==> src/hw/ser_regs.svh <==
// register numbers, field positions and reset values for status reporting
// Overview of operation
// - enabled event rise sets event summary bit
// - enable mask read/write; event register read only
// - completion command sets bit 0 when idle
// - read without query or abandoned reply: bit 2
// - device error sets bit 3, queues code
// - execution error sets bit 4, queues code
// - command error sets bit 5, queues code
// - remote to manual change sets bit 6
// - power up sets bit 7; bit 1 unused
// - questionable register 16 bits, no sources
// - operation condition live, event part accumulates
// - operation bit 0 tracks calibration; others empty
// - request when enabled byte bits 2,4,5 set
// - only the request starts bus activity
// - serial poll returns the status byte
// - summary is OR of event AND enable
// - byte bit 6 main summary, enable 6 ignored
// - byte bits 2,3,4,5,7 assigned; 0,1 unused
`ifndef SER_REGS_SVH
`define SER_REGS_SVH
// register selector codes on the command port
`define SER_SEL_EVT_STAT   3'h0
`define SER_SEL_EVT_EN     3'h1
`define SER_SEL_SRQ_EN     3'h2
`define SER_SEL_STB        3'h3
`define SER_SEL_QUES_COND  3'h4
`define SER_SEL_QUES_EVT   3'h5
`define SER_SEL_OPER_COND  3'h6
`define SER_SEL_OPER_EVT   3'h7
// event status bit positions
`define SER_EVT_OPC        0
`define SER_EVT_QYE        2
`define SER_EVT_DDE        3
`define SER_EVT_EXE        4
`define SER_EVT_CME        5
`define SER_EVT_URQ        6
`define SER_EVT_PON        7
// status byte bit positions
`define SER_STB_ERRQ       2
`define SER_STB_QUES       3
`define SER_STB_MAV        4
`define SER_STB_ESB        5
`define SER_STB_MSS        6
`define SER_STB_OPER       7
// operation condition bit position
`define SER_OPER_CAL       0
// reset values
`define SER_RST_BYTE       8'h00
`define SER_RST_WORD       16'h0000
`define SER_RST_PON        8'h80
`define SER_STB_SRQ_MASK   8'h34
`endif

==> src/hw/ser_pkg.sv <==
// types shared by the status reporting block
package ser_pkg;
  // one command port access from the remote interpreter
  typedef struct packed {
    logic       wr;
    logic       rd;
    logic [2:0] sel;
    logic [7:0] wdata;
  } ser_cmd_s;
  // event pulses raised by the command interpreter and instrument
  typedef struct packed {
    logic opc_cmd;
    logic read_no_query;
    logic reply_abandoned;
    logic dev_err;
    logic exe_err;
    logic cmd_err;
    logic remote_to_local;
  } ser_evt_s;
  // error classes queued alongside event bits
  typedef enum logic [1:0] {
    SER_ERR_NONE,
    SER_ERR_CMD,
    SER_ERR_EXE,
    SER_ERR_DEV
  } ser_err_e;
endpackage

==> src/hw/ser_evt_reg.sv <==
// generic sticky event register with enable mask and summary
`timescale 1ns/1ps
`default_nettype none
`include "ser_regs.svh"
module ser_evt_reg #(
  parameter int W = 16
) (
  // clock and reset
  input  wire logic         clk_i,
  input  wire logic         rst_n_i,
  // condition input and read clear
  input  wire logic [W-1:0] cond_i,
  input  wire logic         clr_i,
  input  wire logic [W-1:0] en_i,
  // state
  output logic      [W-1:0] evt_o,
  output logic              sum_o
);
  logic [W-1:0] cond_q;

  // previous condition for rising edge capture
  always_ff @(posedge clk_i)
  begin
    if (!rst_n_i)
      cond_q <= '0;
    else
      cond_q <= cond_i;
  end

  // new rise wins over read clear, so no event is lost
  always_ff @(posedge clk_i)
  begin
    if (!rst_n_i)
      evt_o <= '0;
    else if (clr_i)
      evt_o <= cond_i & ~cond_q;
    else
      evt_o <= evt_o | (cond_i & ~cond_q);
  end

  assign sum_o = |(evt_o & en_i);
endmodule
`default_nettype wire

==> src/hw/ser_status.sv <==
// status byte, standard event, questionable and operation reporting
`timescale 1ns/1ps
`default_nettype none
`include "ser_regs.svh"
module ser_status (
  // clock and reset
  input  wire logic             clk_i,
  input  wire logic             rst_n_i,
  // register command port from the remote interpreter
  input  wire ser_pkg::ser_cmd_s cmd_i,
  output logic           [15:0] rdata_o,
  output logic                  rvalid_o,
  // instrument events and levels
  input  wire ser_pkg::ser_evt_s evt_i,
  input  wire logic             cmds_idle_i,
  input  wire logic             calibrating_i,
  input  wire logic             err_queue_nonempty_i,
  input  wire logic             msg_avail_i,
  // serial poll over interface messages
  input  wire logic             spoll_i,
  output logic            [7:0] spoll_byte_o,
  output logic                  spoll_valid_o,
  // error code queue hand-off
  output var ser_pkg::ser_err_e err_class_o,
  output logic                  err_push_o,
  // service request line
  output logic                  srq_o
);
  logic [7:0]  esr_q;
  logic [7:0]  ese_q;
  logic [7:0]  sre_q;
  logic        opc_pend_q;
  logic [7:0]  esr_set;
  logic        esb;
  logic [7:0]  stb;
  logic        mss;
  logic [15:0] ques_evt;
  logic [15:0] oper_evt;
  logic [15:0] oper_cond;
  logic        ques_sum;
  logic        oper_sum;
  logic        rd_ques;
  logic        rd_oper;
  logic        rd_esr;
  logic        wr_ese;
  logic        wr_sre;
  logic [7:0]  sre_gate;

  // selector map on the command port, one code per register part:
  //   0 standard event register, read clears it
  //   1 standard event enable mask, set and query
  //   2 service request enable mask, set and query
  //   3 status byte, query only, same value as the poll
  //   4 questionable condition, always empty
  //   5 questionable event part, read clears it
  //   6 operation condition, live calibration flag
  //   7 operation event part, read clears it
  // writes to any code but 1 and 2 are dropped without a trace

  // true when the port asks for a read of one selector code
  function automatic logic sel_rd(input ser_pkg::ser_cmd_s c,
                                  input logic [2:0]        s);
    return c.rd && (c.sel == s);
  endfunction

  // true when the port carries a setting for one selector code
  function automatic logic sel_wr(input ser_pkg::ser_cmd_s c,
                                  input logic [2:0]        s);
    return c.wr && (c.sel == s);
  endfunction

  // summary of an event part against its enable part
  function automatic logic any_enabled(input logic [15:0] evt,
                                       input logic [15:0] en);
    return |(evt & en);
  endfunction

  // read of the event query clears that register
  assign rd_esr  = sel_rd(cmd_i, `SER_SEL_EVT_STAT);
  assign rd_ques = sel_rd(cmd_i, `SER_SEL_QUES_EVT);
  assign rd_oper = sel_rd(cmd_i, `SER_SEL_OPER_EVT);

  // setting decodes; only the two masks are writable
  assign wr_ese  = sel_wr(cmd_i, `SER_SEL_EVT_EN);
  assign wr_sre  = sel_wr(cmd_i, `SER_SEL_SRQ_EN);

  // only bits 2, 4 and 5 may call for service; bit 6 enable is ignored
  assign sre_gate = sre_q & `SER_STB_SRQ_MASK;

  // pending completion waits for the command pipe to drain
  // a completion command seen while busy is parked here, so the
  // event bit lands on the very edge the pipe reports idle, not
  // earlier; a second command while parked simply stays parked
  always_ff @(posedge clk_i)
  begin
    if (!rst_n_i)
      opc_pend_q <= 1'b0;
    else if (evt_i.opc_cmd && !cmds_idle_i)
      opc_pend_q <= 1'b1;
    else if (cmds_idle_i)
      opc_pend_q <= 1'b0;
  end

  // event sources into the standard event register
  always_comb
  begin
    esr_set = 8'h00;
    esr_set[`SER_EVT_OPC] = cmds_idle_i &&
                            (evt_i.opc_cmd || opc_pend_q);
    esr_set[`SER_EVT_QYE] = evt_i.read_no_query ||
                            evt_i.reply_abandoned;
    esr_set[`SER_EVT_DDE] = evt_i.dev_err;
    esr_set[`SER_EVT_EXE] = evt_i.exe_err;
    esr_set[`SER_EVT_CME] = evt_i.cmd_err;
    esr_set[`SER_EVT_URQ] = evt_i.remote_to_local;
    // bit 1 has no source; power-on bit is only loaded by reset
    esr_set[1]            = 1'b0;
  end

  // sticky event bits; bit 1 has no source and stays clear
  always_ff @(posedge clk_i)
  begin
    if (!rst_n_i)
      esr_q <= `SER_RST_PON;
    else if (rd_esr)
      esr_q <= esr_set;
    else
      esr_q <= esr_q | esr_set;
  end

  // event enable mask written by its set command
  // masks start cleared, so nothing calls for service until the
  // controller opts in with a setting
  always_ff @(posedge clk_i)
  begin
    if (!rst_n_i)
      ese_q <= `SER_RST_BYTE;
    else if (wr_ese)
      ese_q <= cmd_i.wdata;
  end

  // service request enable mask written by its set command
  // all eight bits are kept so a query returns what was written,
  // even though only three of them gate the request
  always_ff @(posedge clk_i)
  begin
    if (!rst_n_i)
      sre_q <= `SER_RST_BYTE;
    else if (wr_sre)
      sre_q <= cmd_i.wdata;
  end

  // one push per cycle with any error pulse toward the error code queue
  always_ff @(posedge clk_i)
  begin
    if (!rst_n_i)
      err_push_o <= 1'b0;
    else
      err_push_o <= evt_i.cmd_err | evt_i.exe_err | evt_i.dev_err;
  end

  // error class: when several errors meet in one cycle only the
  // first of command, execution and device error is queued; the event bits still record all three
  always_ff @(posedge clk_i)
  begin
    if (!rst_n_i)
      err_class_o <= ser_pkg::SER_ERR_NONE;
    else
    begin
      if (evt_i.cmd_err)
        err_class_o <= ser_pkg::SER_ERR_CMD;
      else if (evt_i.exe_err)
        err_class_o <= ser_pkg::SER_ERR_EXE;
      else if (evt_i.dev_err)
        err_class_o <= ser_pkg::SER_ERR_DEV;
      else
        err_class_o <= ser_pkg::SER_ERR_NONE;
    end
  end

  // questionable register has no sources wired
  ser_evt_reg #(.W(16)) u_ques (
    .clk_i   (clk_i),
    .rst_n_i (rst_n_i),
    .cond_i  (`SER_RST_WORD),
    .clr_i   (rd_ques),
    .en_i    (16'hffff),
    .evt_o   (ques_evt),
    .sum_o   (ques_sum)
  );

  // operation condition: only calibration is live
  always_comb
  begin
    oper_cond = `SER_RST_WORD;
    oper_cond[`SER_OPER_CAL] = calibrating_i;
  end

  ser_evt_reg #(.W(16)) u_oper (
    .clk_i   (clk_i),
    .rst_n_i (rst_n_i),
    .cond_i  (oper_cond),
    .clr_i   (rd_oper),
    .en_i    (16'hffff),
    .evt_o   (oper_evt),
    .sum_o   (oper_sum)
  );

  // summary and status byte; enable bit 6 is masked off
  // level summary: it stays up as long as an enabled bit is latched,
  // which the request line needs to hold until the bits are read
  assign esb = any_enabled({8'h00, esr_q}, {8'h00, ese_q});
  always_comb
  begin
    stb = 8'h00;
    stb[`SER_STB_ERRQ] = err_queue_nonempty_i;
    stb[`SER_STB_QUES] = ques_sum;
    stb[`SER_STB_MAV]  = msg_avail_i;
    stb[`SER_STB_ESB]  = esb;
    stb[`SER_STB_OPER] = oper_sum;
    // enables 1 and 32 route a completion through bit 5 to a request
    mss = any_enabled({8'h00, stb}, {8'h00, sre_gate});
    stb[`SER_STB_MSS]  = mss;
  end

  // request line only; nothing else leaves on its own
  always_ff @(posedge clk_i)
  begin
    if (!rst_n_i)
      srq_o <= 1'b0;
    else
      srq_o <= mss;
  end

  // serial poll strobe answered one cycle later
  always_ff @(posedge clk_i)
  begin
    if (!rst_n_i)
      spoll_valid_o <= 1'b0;
    else
      spoll_valid_o <= spoll_i;
  end

  // serial poll answer mirrors the status byte query
  // the byte is held after the poll so a slow reader still sees it
  always_ff @(posedge clk_i)
  begin
    if (!rst_n_i)
      spoll_byte_o <= `SER_RST_BYTE;
    else if (spoll_i)
      spoll_byte_o <= stb;
  end

  // query strobe answered one cycle later, never unasked
  always_ff @(posedge clk_i)
  begin
    if (!rst_n_i)
      rvalid_o <= 1'b0;
    else
      rvalid_o <= cmd_i.rd;
  end

  // query answers, one cycle after the read
  // eight bit parts come back in the low byte, upper byte zero
  always_ff @(posedge clk_i)
  begin
    if (!rst_n_i)
      rdata_o <= `SER_RST_WORD;
    else
    begin
      if (cmd_i.rd)
      begin
        unique case (cmd_i.sel)
          `SER_SEL_EVT_STAT:  rdata_o <= {8'h00, esr_q};
          `SER_SEL_EVT_EN:    rdata_o <= {8'h00, ese_q};
          `SER_SEL_SRQ_EN:    rdata_o <= {8'h00, sre_q};
          `SER_SEL_STB:       rdata_o <= {8'h00, stb};
          `SER_SEL_QUES_COND: rdata_o <= `SER_RST_WORD;
          `SER_SEL_QUES_EVT:  rdata_o <= ques_evt;
          `SER_SEL_OPER_COND: rdata_o <= oper_cond;
          `SER_SEL_OPER_EVT:  rdata_o <= oper_evt;
        endcase
      end
    end
  end
endmodule
`default_nettype wire

==> config.mk <==
export PLATFORM = sky130hd
export DESIGN_NAME = ser_status
export DESIGN_NICKNAME = d
export VERILOG_FILES = /design/src/hw/ser_pkg.sv /design/src/hw/ser_evt_reg.sv /design/src/hw/ser_status.sv
export VERILOG_INCLUDE_DIRS = /design/src /design/src/hw
export SDC_FILE = /design/constraint.sdc
export NUM_CORES = 1
export LEC_CHECK = 0
export ABC_CLOCK_PERIOD_IN_PS = 3900
export BUFFER_PORTS_ARGS = -buffer_cell sky130_fd_sc_hd__clkbuf_2
export CAP_MARGIN = 40
export CORE_ASPECT_RATIO = 1.5
export CORE_MARGIN = 1.5
export CORE_UTILIZATION = 40
export DETAILED_ROUTE_END_ITERATION = 10
export HOLD_SLACK_MARGIN = 0.08
export PLACE_DENSITY_LB_ADDON = 0.12
export SLEW_MARGIN = 5
export SYNTH_ARGS = -nofsm -noshare
export SYNTH_HDL_FRONTEND = slang
export SYNTH_SLANG_ARGS = --single-unit
export TNS_END_PERCENT = 30
==> constraint.sdc <==
create_clock -name clk_i -period 3.9 [get_ports clk_i]
set_clock_uncertainty 0.2 [all_clocks]
set_input_delay 0.585 -clock clk_i [delete_from_list [all_inputs] [get_ports clk_i]]
set_output_delay 0.585 -clock clk_i [all_outputs]
set_load 0.005 [all_outputs]
* After elaboration in Yosys (flattened, before gate mapping)
Cells that the tools add are included.
** Operators by class
- Bitwise logic cells :: 9
- $mul :: 0
- Shift-type cells :: 0
- Add/subtract/negate cells :: 0
- Div/mod/pow operators :: 0
- Reduce and logical (&&, ||, !) cells :: 17
- Muxes and demuxes :: 8
- $lt $le $gt $ge :: 0
- Equality and inequality tests :: 7
** Operators by type and width (count)
- $pmux 16 s7 :: 1
- $reduce_or 16->1 :: 3
- $and 1x16->16 :: 1
- $mux 16 :: 1
- $not 16->16 :: 1
- $or 16x16->16 :: 1
- $eq 3x3->1 const B :: 4
- $and 8x6->8 :: 1
- $and 8x8->8 :: 1
- $mux 8 :: 1
- $or 8x7->8 :: 1
- $eq 3x2->1 const B :: 2
- $logic_and 1x1->1 :: 6
- $reduce_or 2->1 :: 3
- $mux 2 :: 2
- $eq 3x1->1 const B :: 1
- $logic_not 3->1 :: 1
- $mux 1 :: 3
- $logic_or 1x1->1 :: 2
- $or 1x1->1 :: 2
- $reduce_bool 2->1 :: 1
- $logic_not 1->1 :: 1
- $not 1->1 :: 1
** Storage, ports and cells
- Register bits :: 84
- Bits of input ports :: 27
- ROM bits :: 0
- Word-level logic and storage cells :: 57
- Bits in writable memories :: 0
- Memories :: 0
- Latch bits :: 0

* Longest topological paths before layout
Gate-level depths: netlist of run 1.
- Depth after elaboration :: 5
- Mapped depth :: 6

* Cells and area by module
From an unflattened synthesis of run 1, not the netlist that was laid out.
** Second synthesis, totals
- Cell total of the unflattened synthesis :: 532
- Area total of the unflattened synthesis :: 4735.8 µm²
** By module, submodules not included
- ser_evt_reg :: cells an instance 126, seq. area each 640.6 µm², area each 1197.4 µm², times used 2
- ser_status :: cells an instance 280, seq. area each 1041.0 µm², area each 2341.0 µm², times used 1

* Worst setup path before layout of run 1
OpenSTA, ideal clock, no wires.
- Path type :: input port to flip-flop
- Start :: input port cmd_i[10] in the netlist's numbering
- End :: register sre_q[0]
- Cell stages on the path :: 5
- Path buffers :: 2
- Setup slack :: 2205 ps
- Data arrival time :: 1379 ps
- Required time :: 3584 ps
- Path through :: buf_4 and4bb_2 buf_6 mux2i_1 nor2b_1
** On the way
- Longest elaborated chain between the ends :: 2
** RTL lines
- start: declaration :: line ser_status.sv:10 : input wire ser_pkg::ser_cmd_s cmd_i,
- $eq 3x2->1 :: line ser_status.sv:69 : return c.wr && (c.sel == s);
- $logic_and 1x1->1 :: line ser_status.sv:69
- end signal: assignment :: line ser_status.sv:148 : sre_q <= `SER_RST_BYTE;
- end signal: assignment :: line ser_status.sv:150 : sre_q <= cmd_i.wdata;
- end: declaration :: line ser_status.sv:31 : logic [7:0] sre_q;
No other way between the ends.
A chain may end at the register's enable or synchronous reset.

* Worst setup path in the final report of run 1
- Start :: input port cmd_i[9] in the netlist's numbering
- End :: register ese_q[1]
** On the way
- Longest elaborated chain between the ends :: 2
** RTL lines
- $eq 3x1->1 :: line ser_status.sv:69
- $logic_and 1x1->1 :: line ser_status.sv:69
- end signal: assignment :: line ser_status.sv:137 : ese_q <= `SER_RST_BYTE;
- end signal: assignment :: line ser_status.sv:139 : ese_q <= cmd_i.wdata;
- end: declaration :: line ser_status.sv:30 : logic [7:0] ese_q;
No other way between the ends.

==> impl_metrics.json, run 1 <==
{
  "switching_power_mw": 0.217,
  "rsz0062_at_grt": "false",
  "setup-tns-final_ns": 0,
  "p_int_mw": 0.809,
  "finalNetCount": 272,
  "wl_mm": 4.13,
  "ys_types": 37,
  "cp-start-kind": "input pin",
  "tightest_slew_ns": 0.680,
  "grt_pass1_wl_mm": 7.04,
  "synth_area_leader_cell": "dfxtp_1",
  "fmax_ghz": 0.577,
  "clkLatencyLatePin_ns": 0.30,
  "rows": 31,
  "cts-htree-levels": 2,
  "leakagePower_nw": 0.980,
  "drt-pass1-iter-count": 4,
  "cts_root_buffer": "clkbuf_8",
  "ctsHoldBuffers": 0,
  "ant_nets": 0,
  "slew_viol_final": 0,
  "min_period_ns": 1.73,
  "cts.sinks": 46,
  "grt_pass1_vias": 1473,
  "layout-drive-gt1-share": 0.272,
  "post-route-drc-count": 0,
  "power_mw": 1.03,
  "via_per_inst": 4.89,
  "synthesis.area_mm2": 0.00206,
  "grt_usage": 0.164,
  "ys_seq_elements": 46,
  "netlist_top_cells_area": "dfxtp_1 (45%), nor2b_1 (12%), mux2i_1 (9.7%), buf_4 (4.4%), mux4_2 (3.3%)",
  "gr-total-overflow": 0,
  "setup_viol": 0,
  "async_flop_share": 0,
  "worstPathRequired_ns": 3.89,
  "irDropWorstVdd_uv": 195,
  "drt_iter0_markers": 33,
  "vias": 1527,
  "netSwitchingFraction": 0.211,
  "area_growth_pct": 15.9,
  "grt_max_degree": 45,
  "reg2regPathDepth": 4,
  "synth_edf_count": 0,
  "fillers": 516,
  "n_antenna_cell": 0,
  "fp.dieW_um": 61.6,
  "pin_count": 57,
  "dp_hpwl_mm": 3.06,
  "numCtsBuffers": 5,
  "cp_max_fo": 20,
  "yosys_most_used_dff": "dfxtp_1",
  "crit_path_end_kind": "flip-flop",
  "clkPwrFrac": 0.419,
  "cts_tree": "done",
  "chipHeight_um": 90.9,
  "core_mm2": 0.00489,
  "max_cap_viol_count": 0,
  "p_per_area_mw_per_mm2": 429,
  "synth_seq_area_share": 0.447,
  "p_comb_frac": 0.093,
  "crit_type": "input pin to flip-flop",
  "run_status": "finished, final reports clean",
  "cts.clk_slew.worst_paths_ns": 0.09,
  "initial_utilization": 0.422,
  "dieArea_mm2": 0.00560,
  "synthesis.instances": 206,
  "hold_viol": 0,
  "holdPathStages": 2,
  "cts.path.max_buffers": 2,
  "port_buffers": 53,
  "syn_avg_cell_area_um2": 10.0,
  "place_congestion": 0.752,
  "synth_warnings": 0,
  "postCtsResizedCells": 0,
  "fin_hold_ws_ns": 0.243,
  "cts_setup_buffers": 0,
  "antenna_found_initial": 0,
  "yosysTopAreaCellShare": 0.447,
  "max_slew_margin": 0.547,
  "cp.arrival_ns": 1.73,
  "finalCritPeriodShare": 0.445,
  "seqPwrFrac": 0.488,
  "hold_path.class": "input pin to flip-flop",
  "wire_per_inst_um": 13.2
}
[kinds of logic (layout without fill, tap and decap cells)]
| logic type | count (synthesis) | after routing | synth area share |
|---|---|---|---|
| AO/OA/AOI/OAI | 38 | 38 | 0.123 |
| flip-flops | 46 | 46 | 0.447 |
| AND/OR/NAND/NOR | 70 | 70 | 0.208 |
| other | 1 | 3 | 0.00182 |
| buffers and inverters | 28 | 66 | 0.0916 |
| multiplexers | 23 | 23 | 0.130 |
[critical path: stages]
cell,delay (ns)
clkbuf_2,0.27
and4bb_2,0.59
mux2i_1,0.22
nor2b_1,0.06
[power groups by stage]
stage          registers (mW)  clock network, mW  logic (mW)
5_1_grt                 0.503              0.462       0.108
3_5_place_dp            0.512                  0      0.0965
2_1_floorplan           0.509                  0      0.0677
6_report                0.501              0.430      0.0953
3_3_place_gp            0.512                  0      0.0958
4_1_cts                 0.501              0.440      0.0967
[placed cells by master (no fill, tap or decap), types with 2 or more instances in the layout]
cell and n:
clkbuf_2 53, nand2_1 8, nor2b_1 39, nor2_1 5, and4bb_2 2, bufinv_16 2
mux2i_1 20, dfxtp_1 46, nor3b_1 4, inv_1 5, mux4_2 3, a22oi_1 5
nand4_1 2, clkbuf_8 6, o21ai_0 3, a21oi_1 13, conb_1 3, and2_1 6
o22ai_1 4
[path summary, 6_finish.rpt]
kind | start | slack, ns | endpoint
worst max-delay path | cmd_i[9] | 2.17 | ese_q[1]
worst min-delay path | cmds_idle_i | 0.24 | opc_pend_q
worst max register to register | esr_q[2] | 2.30 | spoll_byte_o[6]
worst min register to register | rdata_o[6] | 0.27 | rdata_o[6]
[metal layers]
metal / vias to the layer above / track usage / wire length, um
li1: 776 / - / -
met1: 701 / 0.224 / 1870
met2: 45 / 0.251 / 1990
met3: 5 / 0.0399 / 221
met4: 0 / 0.0479 / 49
met5: - / 0 / 0
[synthesized netlist by cell type, types with 2 or more instances]
library cell	instances
nor2b_1	39
a22oi_1	5
nor2_1	5
nor3b_1	4
mux4_2	3
buf_4	12
nand2_1	8
mux2i_1	20
and4bb_2	2
and2_1	6
o22ai_1	4
clkbuf_1	5
o21ai_0	3
inv_1	5
a21oi_1	13
buf_6	5
nand4_1	2
dfxtp_1	46
[registers in the layout (all words and copies together), names as in the netlist]
register       cells
err_class_o        2
err_push_o         1
ese_q              8
esr_q              7
opc_pend_q         1
rdata_o            9
rvalid_o           1
spoll_byte_o       5
spoll_valid_o      1
sre_q              8
srq_o              1
u_oper.cond_q      1
u_oper.evt_o       1
[layout make-up]
| type | count | area, um2 | area share |
|---|---|---|---|
| tap | 66 | 82.6 | 0.0346 |
| sequential | 46 | 921 | 0.385 |
| timing repair buffer | 53 | 265 | 0.111 |
| multi-input combinational | 134 | 960 | 0.402 |
| clock inverter | 2 | 60.1 | 0.0251 |
| clock buffer | 6 | 82.6 | 0.0346 |
| inverter | 5 | 18.8 | 0.00785 |
[through the flow]
stage	instances	utilization	setup slack (ns)	area, um2
2_1_floorplan	208	-	2.21	2070
3_3_place_gp	304	0.460	1.86	2250
4_1_cts	312	0.489	2.16	2390
6_report	312	0.489	2.17	2390
3_5_place_dp	304	0.460	1.84	2250
5_1_grt	312	0.489	2.05	2390
Note: power is estimated with default switching activity, not from simulation.
==> inputs of run 2 (changes only) <==
Settings changed: ABC_AREA from default to 1, ABC_CLOCK_PERIOD_IN_PS 3900 to 1700.
Clock period 3.9 ns to 1.7 ns, I/O delays scaled along.
==> impl_metrics.json, run 2 <==
{
  "irDropWorstVdd_uv": 633,
  "slew_viol_final": 0,
  "reg.largest.list": "rdata_o x9, ese_q x8, sre_q x8",
  "r2r_slack_ns": 0.28,
  "cts.clk_slew.worst_paths_ns": 0.09,
  "critical_path_depth": 5,
  "cpPeakStageDelay_ns": 0.56,
  "gr-total-overflow": 0,
  "grt_usage": 0.201,
  "timing.rr.start": "esr_q[4]",
  "synthesis.area_mm2": 0.00193,
  "max_cap_viol_count": 0,
  "crit_chain": "dlygate4sd3_1, clkbuf_2, nor2_4, nor3_1, dlygate4sd3_1",
  "crit_path_end_kind": "flip-flop",
  "dp_slack_ns": 0.0368,
  "final_util": 0.549,
  "antenna_found_initial": 0,
  "synth_area_leader_cell": "dfxtp_1",
  "yosys-top-cells-count": "nand2_1 (50), dfxtp_1 (46), a21oi_1 (30), nor2_1 (27), inv_1 (25)",
  "chipHeight_um": 88.0,
  "reg2regPathDepth": 10,
  "cts_root_buffer": "clkbuf_8",
  "run_status": "finished, final reports clean",
  "place_congestion": 0.874,
  "wire_per_inst_um": 12.4,
  "synth_mux_area_frac": 0,
  "p_int_mw": 1.55,
  "ys_types": 28,
  "grt_pass1_wl_mm": 7.90,
  "layout-drive-gt1-share": 0.237,
  "setup_ws_ns": 0.0573,
  "post_synth_xor_area_fraction": 0,
  "cp-start-kind": "input pin",
  "switching_power_mw": 0.547,
  "place_inst": 357,
  "synth_edf_count": 0,
  "crit_path_start": "evt_i[2]",
  "cts-htree-levels": 2,
  "power_mw": 2.09,
  "p_per_area_mw_per_mm2": 833,
  "initial_utilization": 0.421,
  "min_from": "cmd_i[12]",
  "crit_path_frequent_cell": "dlygate4sd3_1",
  "crit_family": "buffers and inverters",
  "vias": 1842,
  "post_dp_cell_area_mm2": 0.00218,
  "pin_count": 57,
  "min_period_ns": 1.64,
  "n_antenna_cell": 0,
  "fin_area_mm2": 0.00251,
  "yosys_most_used_dff": "dfxtp_1",
  "post-route-drc-count": 0,
  "max_flop_register": "rdata_o",
  "netSwitchingFraction": 0.261,
  "p_comb_frac": 0.130,
  "synthesis.instances": 254,
  "synth_seq_area_share": 0.478,
  "ys_seq_elements": 46,
  "synth-compound-area-share": 0.187,
  "yosys.area_share.simple": 0.209,
  "worstPathRequired_ns": 1.69,
  "setup_viol": 0,
  "syn_avg_cell_area_um2": 7.59,
  "clkLatencyLatePin_ns": 0.30,
  "core_mm2": 0.00458,
  "yosysTopAreaCellShare": 0.478,
  "cp.arrival_ns": 1.64,
  "synth.most_common_cell": "nand2_1",
  "fp.dieW_um": 59.7,
  "fmax_ghz": 0.609,
  "rows": 30,
  "cts_setup_buffers": 0,
  "synth_top_family_by_area": "simple AND/OR/NAND/NOR gates",
  "numCtsBuffers": 5,
  "finalCritPeriodShare": 0.966,
  "finalNetCount": 351,
  "largest_reg_flops": 9,
  "netlist_top_cells_area": "dfxtp_1 (48%), nand2_1 (9.7%), a21oi_1 (7.8%), nor2_1 (5.3%), inv_1 (4.9%)",
  "wl_mm": 4.83,
  "ant_nets": 0,
  "dp_hpwl_mm": 3.57,
  "leakagePower_nw": 1.17,
  "area_growth_pct": 30.4,
  "async_flop_share": 0,
  "final_cell_count_no_fill": 389,
  "drt-pass1-iter-count": 4,
  "crit_end": "err_class_o[1]",
  "hold_viol": 0,
  "final_common_cell": "clkbuf_2",
  "grt_pass1_vias": 1775,
  "grt_max_degree": 26,
  "drt_iter0_markers": 40,
  "setup-tns-final_ns": 0,
  "mostFrequentLayoutCells": "clkbuf_2 (53), nand2_1 (50), dfxtp_1 (46)",
  "path_buf_inv": 3,
  "reg2reg_to": "rdata_o[6]",
  "port_buffers": 53,
  "cts.path.max_buffers": 2,
  "rsz0062_at_grt": "false",
  "synth_warnings": 0,
  "cp_slowest_cell": "dlygate4sd3_1",
  "cts_tree": "done",
  "seqPwrFrac": 0.554,
  "clkPwrFrac": 0.316,
  "cts.sinks": 46,
  "fin_hold_ws_ns": 0.0869,
  "cp_max_fo": 2,
  "synth-adder-area-share": 0,
  "via_per_inst": 4.74,
  "dieArea_mm2": 0.00525,
  "crit_type": "input pin to flip-flop",
  "hold_path.class": "input pin to flip-flop"
}
-- run 2: cell count changes after synthesis, moves of 4 or more --
cell and delta:
mux2i_1 -20, inv_1 +20, nand3_1 +5, a21oi_1 +17
o21ai_0 +14, nor2_1 +22, inv_2 +4, nor2b_1 -39
nand2_1 +42, nor3b_1 -4, and2_1 -6, a22oi_1 -4
-- run 2: cell families (layout without fill, tap and decap cells) --
logic type,after synthesis,after routing
simple gates,94,94
buf+inv,49,118
flops,46,46
compound gates,64,64
other cells,1,3
-- run 2: final cells by class --
| cell class | count | area [um2] |
|---|---|---|
| fill | 482 | 2070 |
| sequential | 46 | 921 |
| multi-input combinational | 161 | 782 |
| timing repair buffer | 81 | 536 |
| inverter | 29 | 109 |
| tap | 64 | 80.1 |
| clock buffer | 6 | 72.6 |
| clock inverter | 2 | 13.8 |
-- run 2: worst min-delay path by stage --
stage	endpoint	slack [ns]	depth (start not counted)
2_1_floorplan	err_class_o[1]	0.13	1
3_3_place_gp	u_oper.evt_o[0]	0.20	1
3_5_place_dp	u_oper.evt_o[0]	0.22	1
4_1_cts	sre_q[5]	0.08	3
5_1_grt	sre_q[5]	0.09	3
6_report	sre_q[5]	0.09	3
-- run 2: repair_timing --
item / 4_1_cts / 5_1_grt
hold endpoints to repair: 32 / 0
resized for setup: 0 / 2
endpoints found under the setup margin: 0 / 1
hold buffers: 24 / 0
-- run 2: routing by layer --
layer  vias to the layer above  global-route usage  wire length (um)
met5                         -                   0                 0
met2                        40               0.357              2590
met1                       843               0.226              2010
met4                         0              0.0848                95
met3                         8              0.0443               143
li1                        951                   -                 -
-- run 2: worst reg2reg max path, cell delays in order (launching register included) --
cell     delay (ns)
dfxtp_1        0.38
nand2_1        0.07
nand2_1        0.06
nor2_1         0.04
nand2_1        0.11
nand2_1        0.09
nand2_1        0.11
nand2_1        0.07
nand2_1        0.08
nand2_1        0.05
a21oi_1        0.10
-- run 2: power groups by stage --
stage	registers, mW	clock network [mW]	logic [mW]
2_1_floorplan	1.18	0	0.134
3_3_place_gp	1.18	0	0.228
3_5_place_dp	1.19	0	0.229
4_1_cts	1.16	0.680	0.273
5_1_grt	1.17	0.720	0.307
6_report	1.16	0.662	0.273
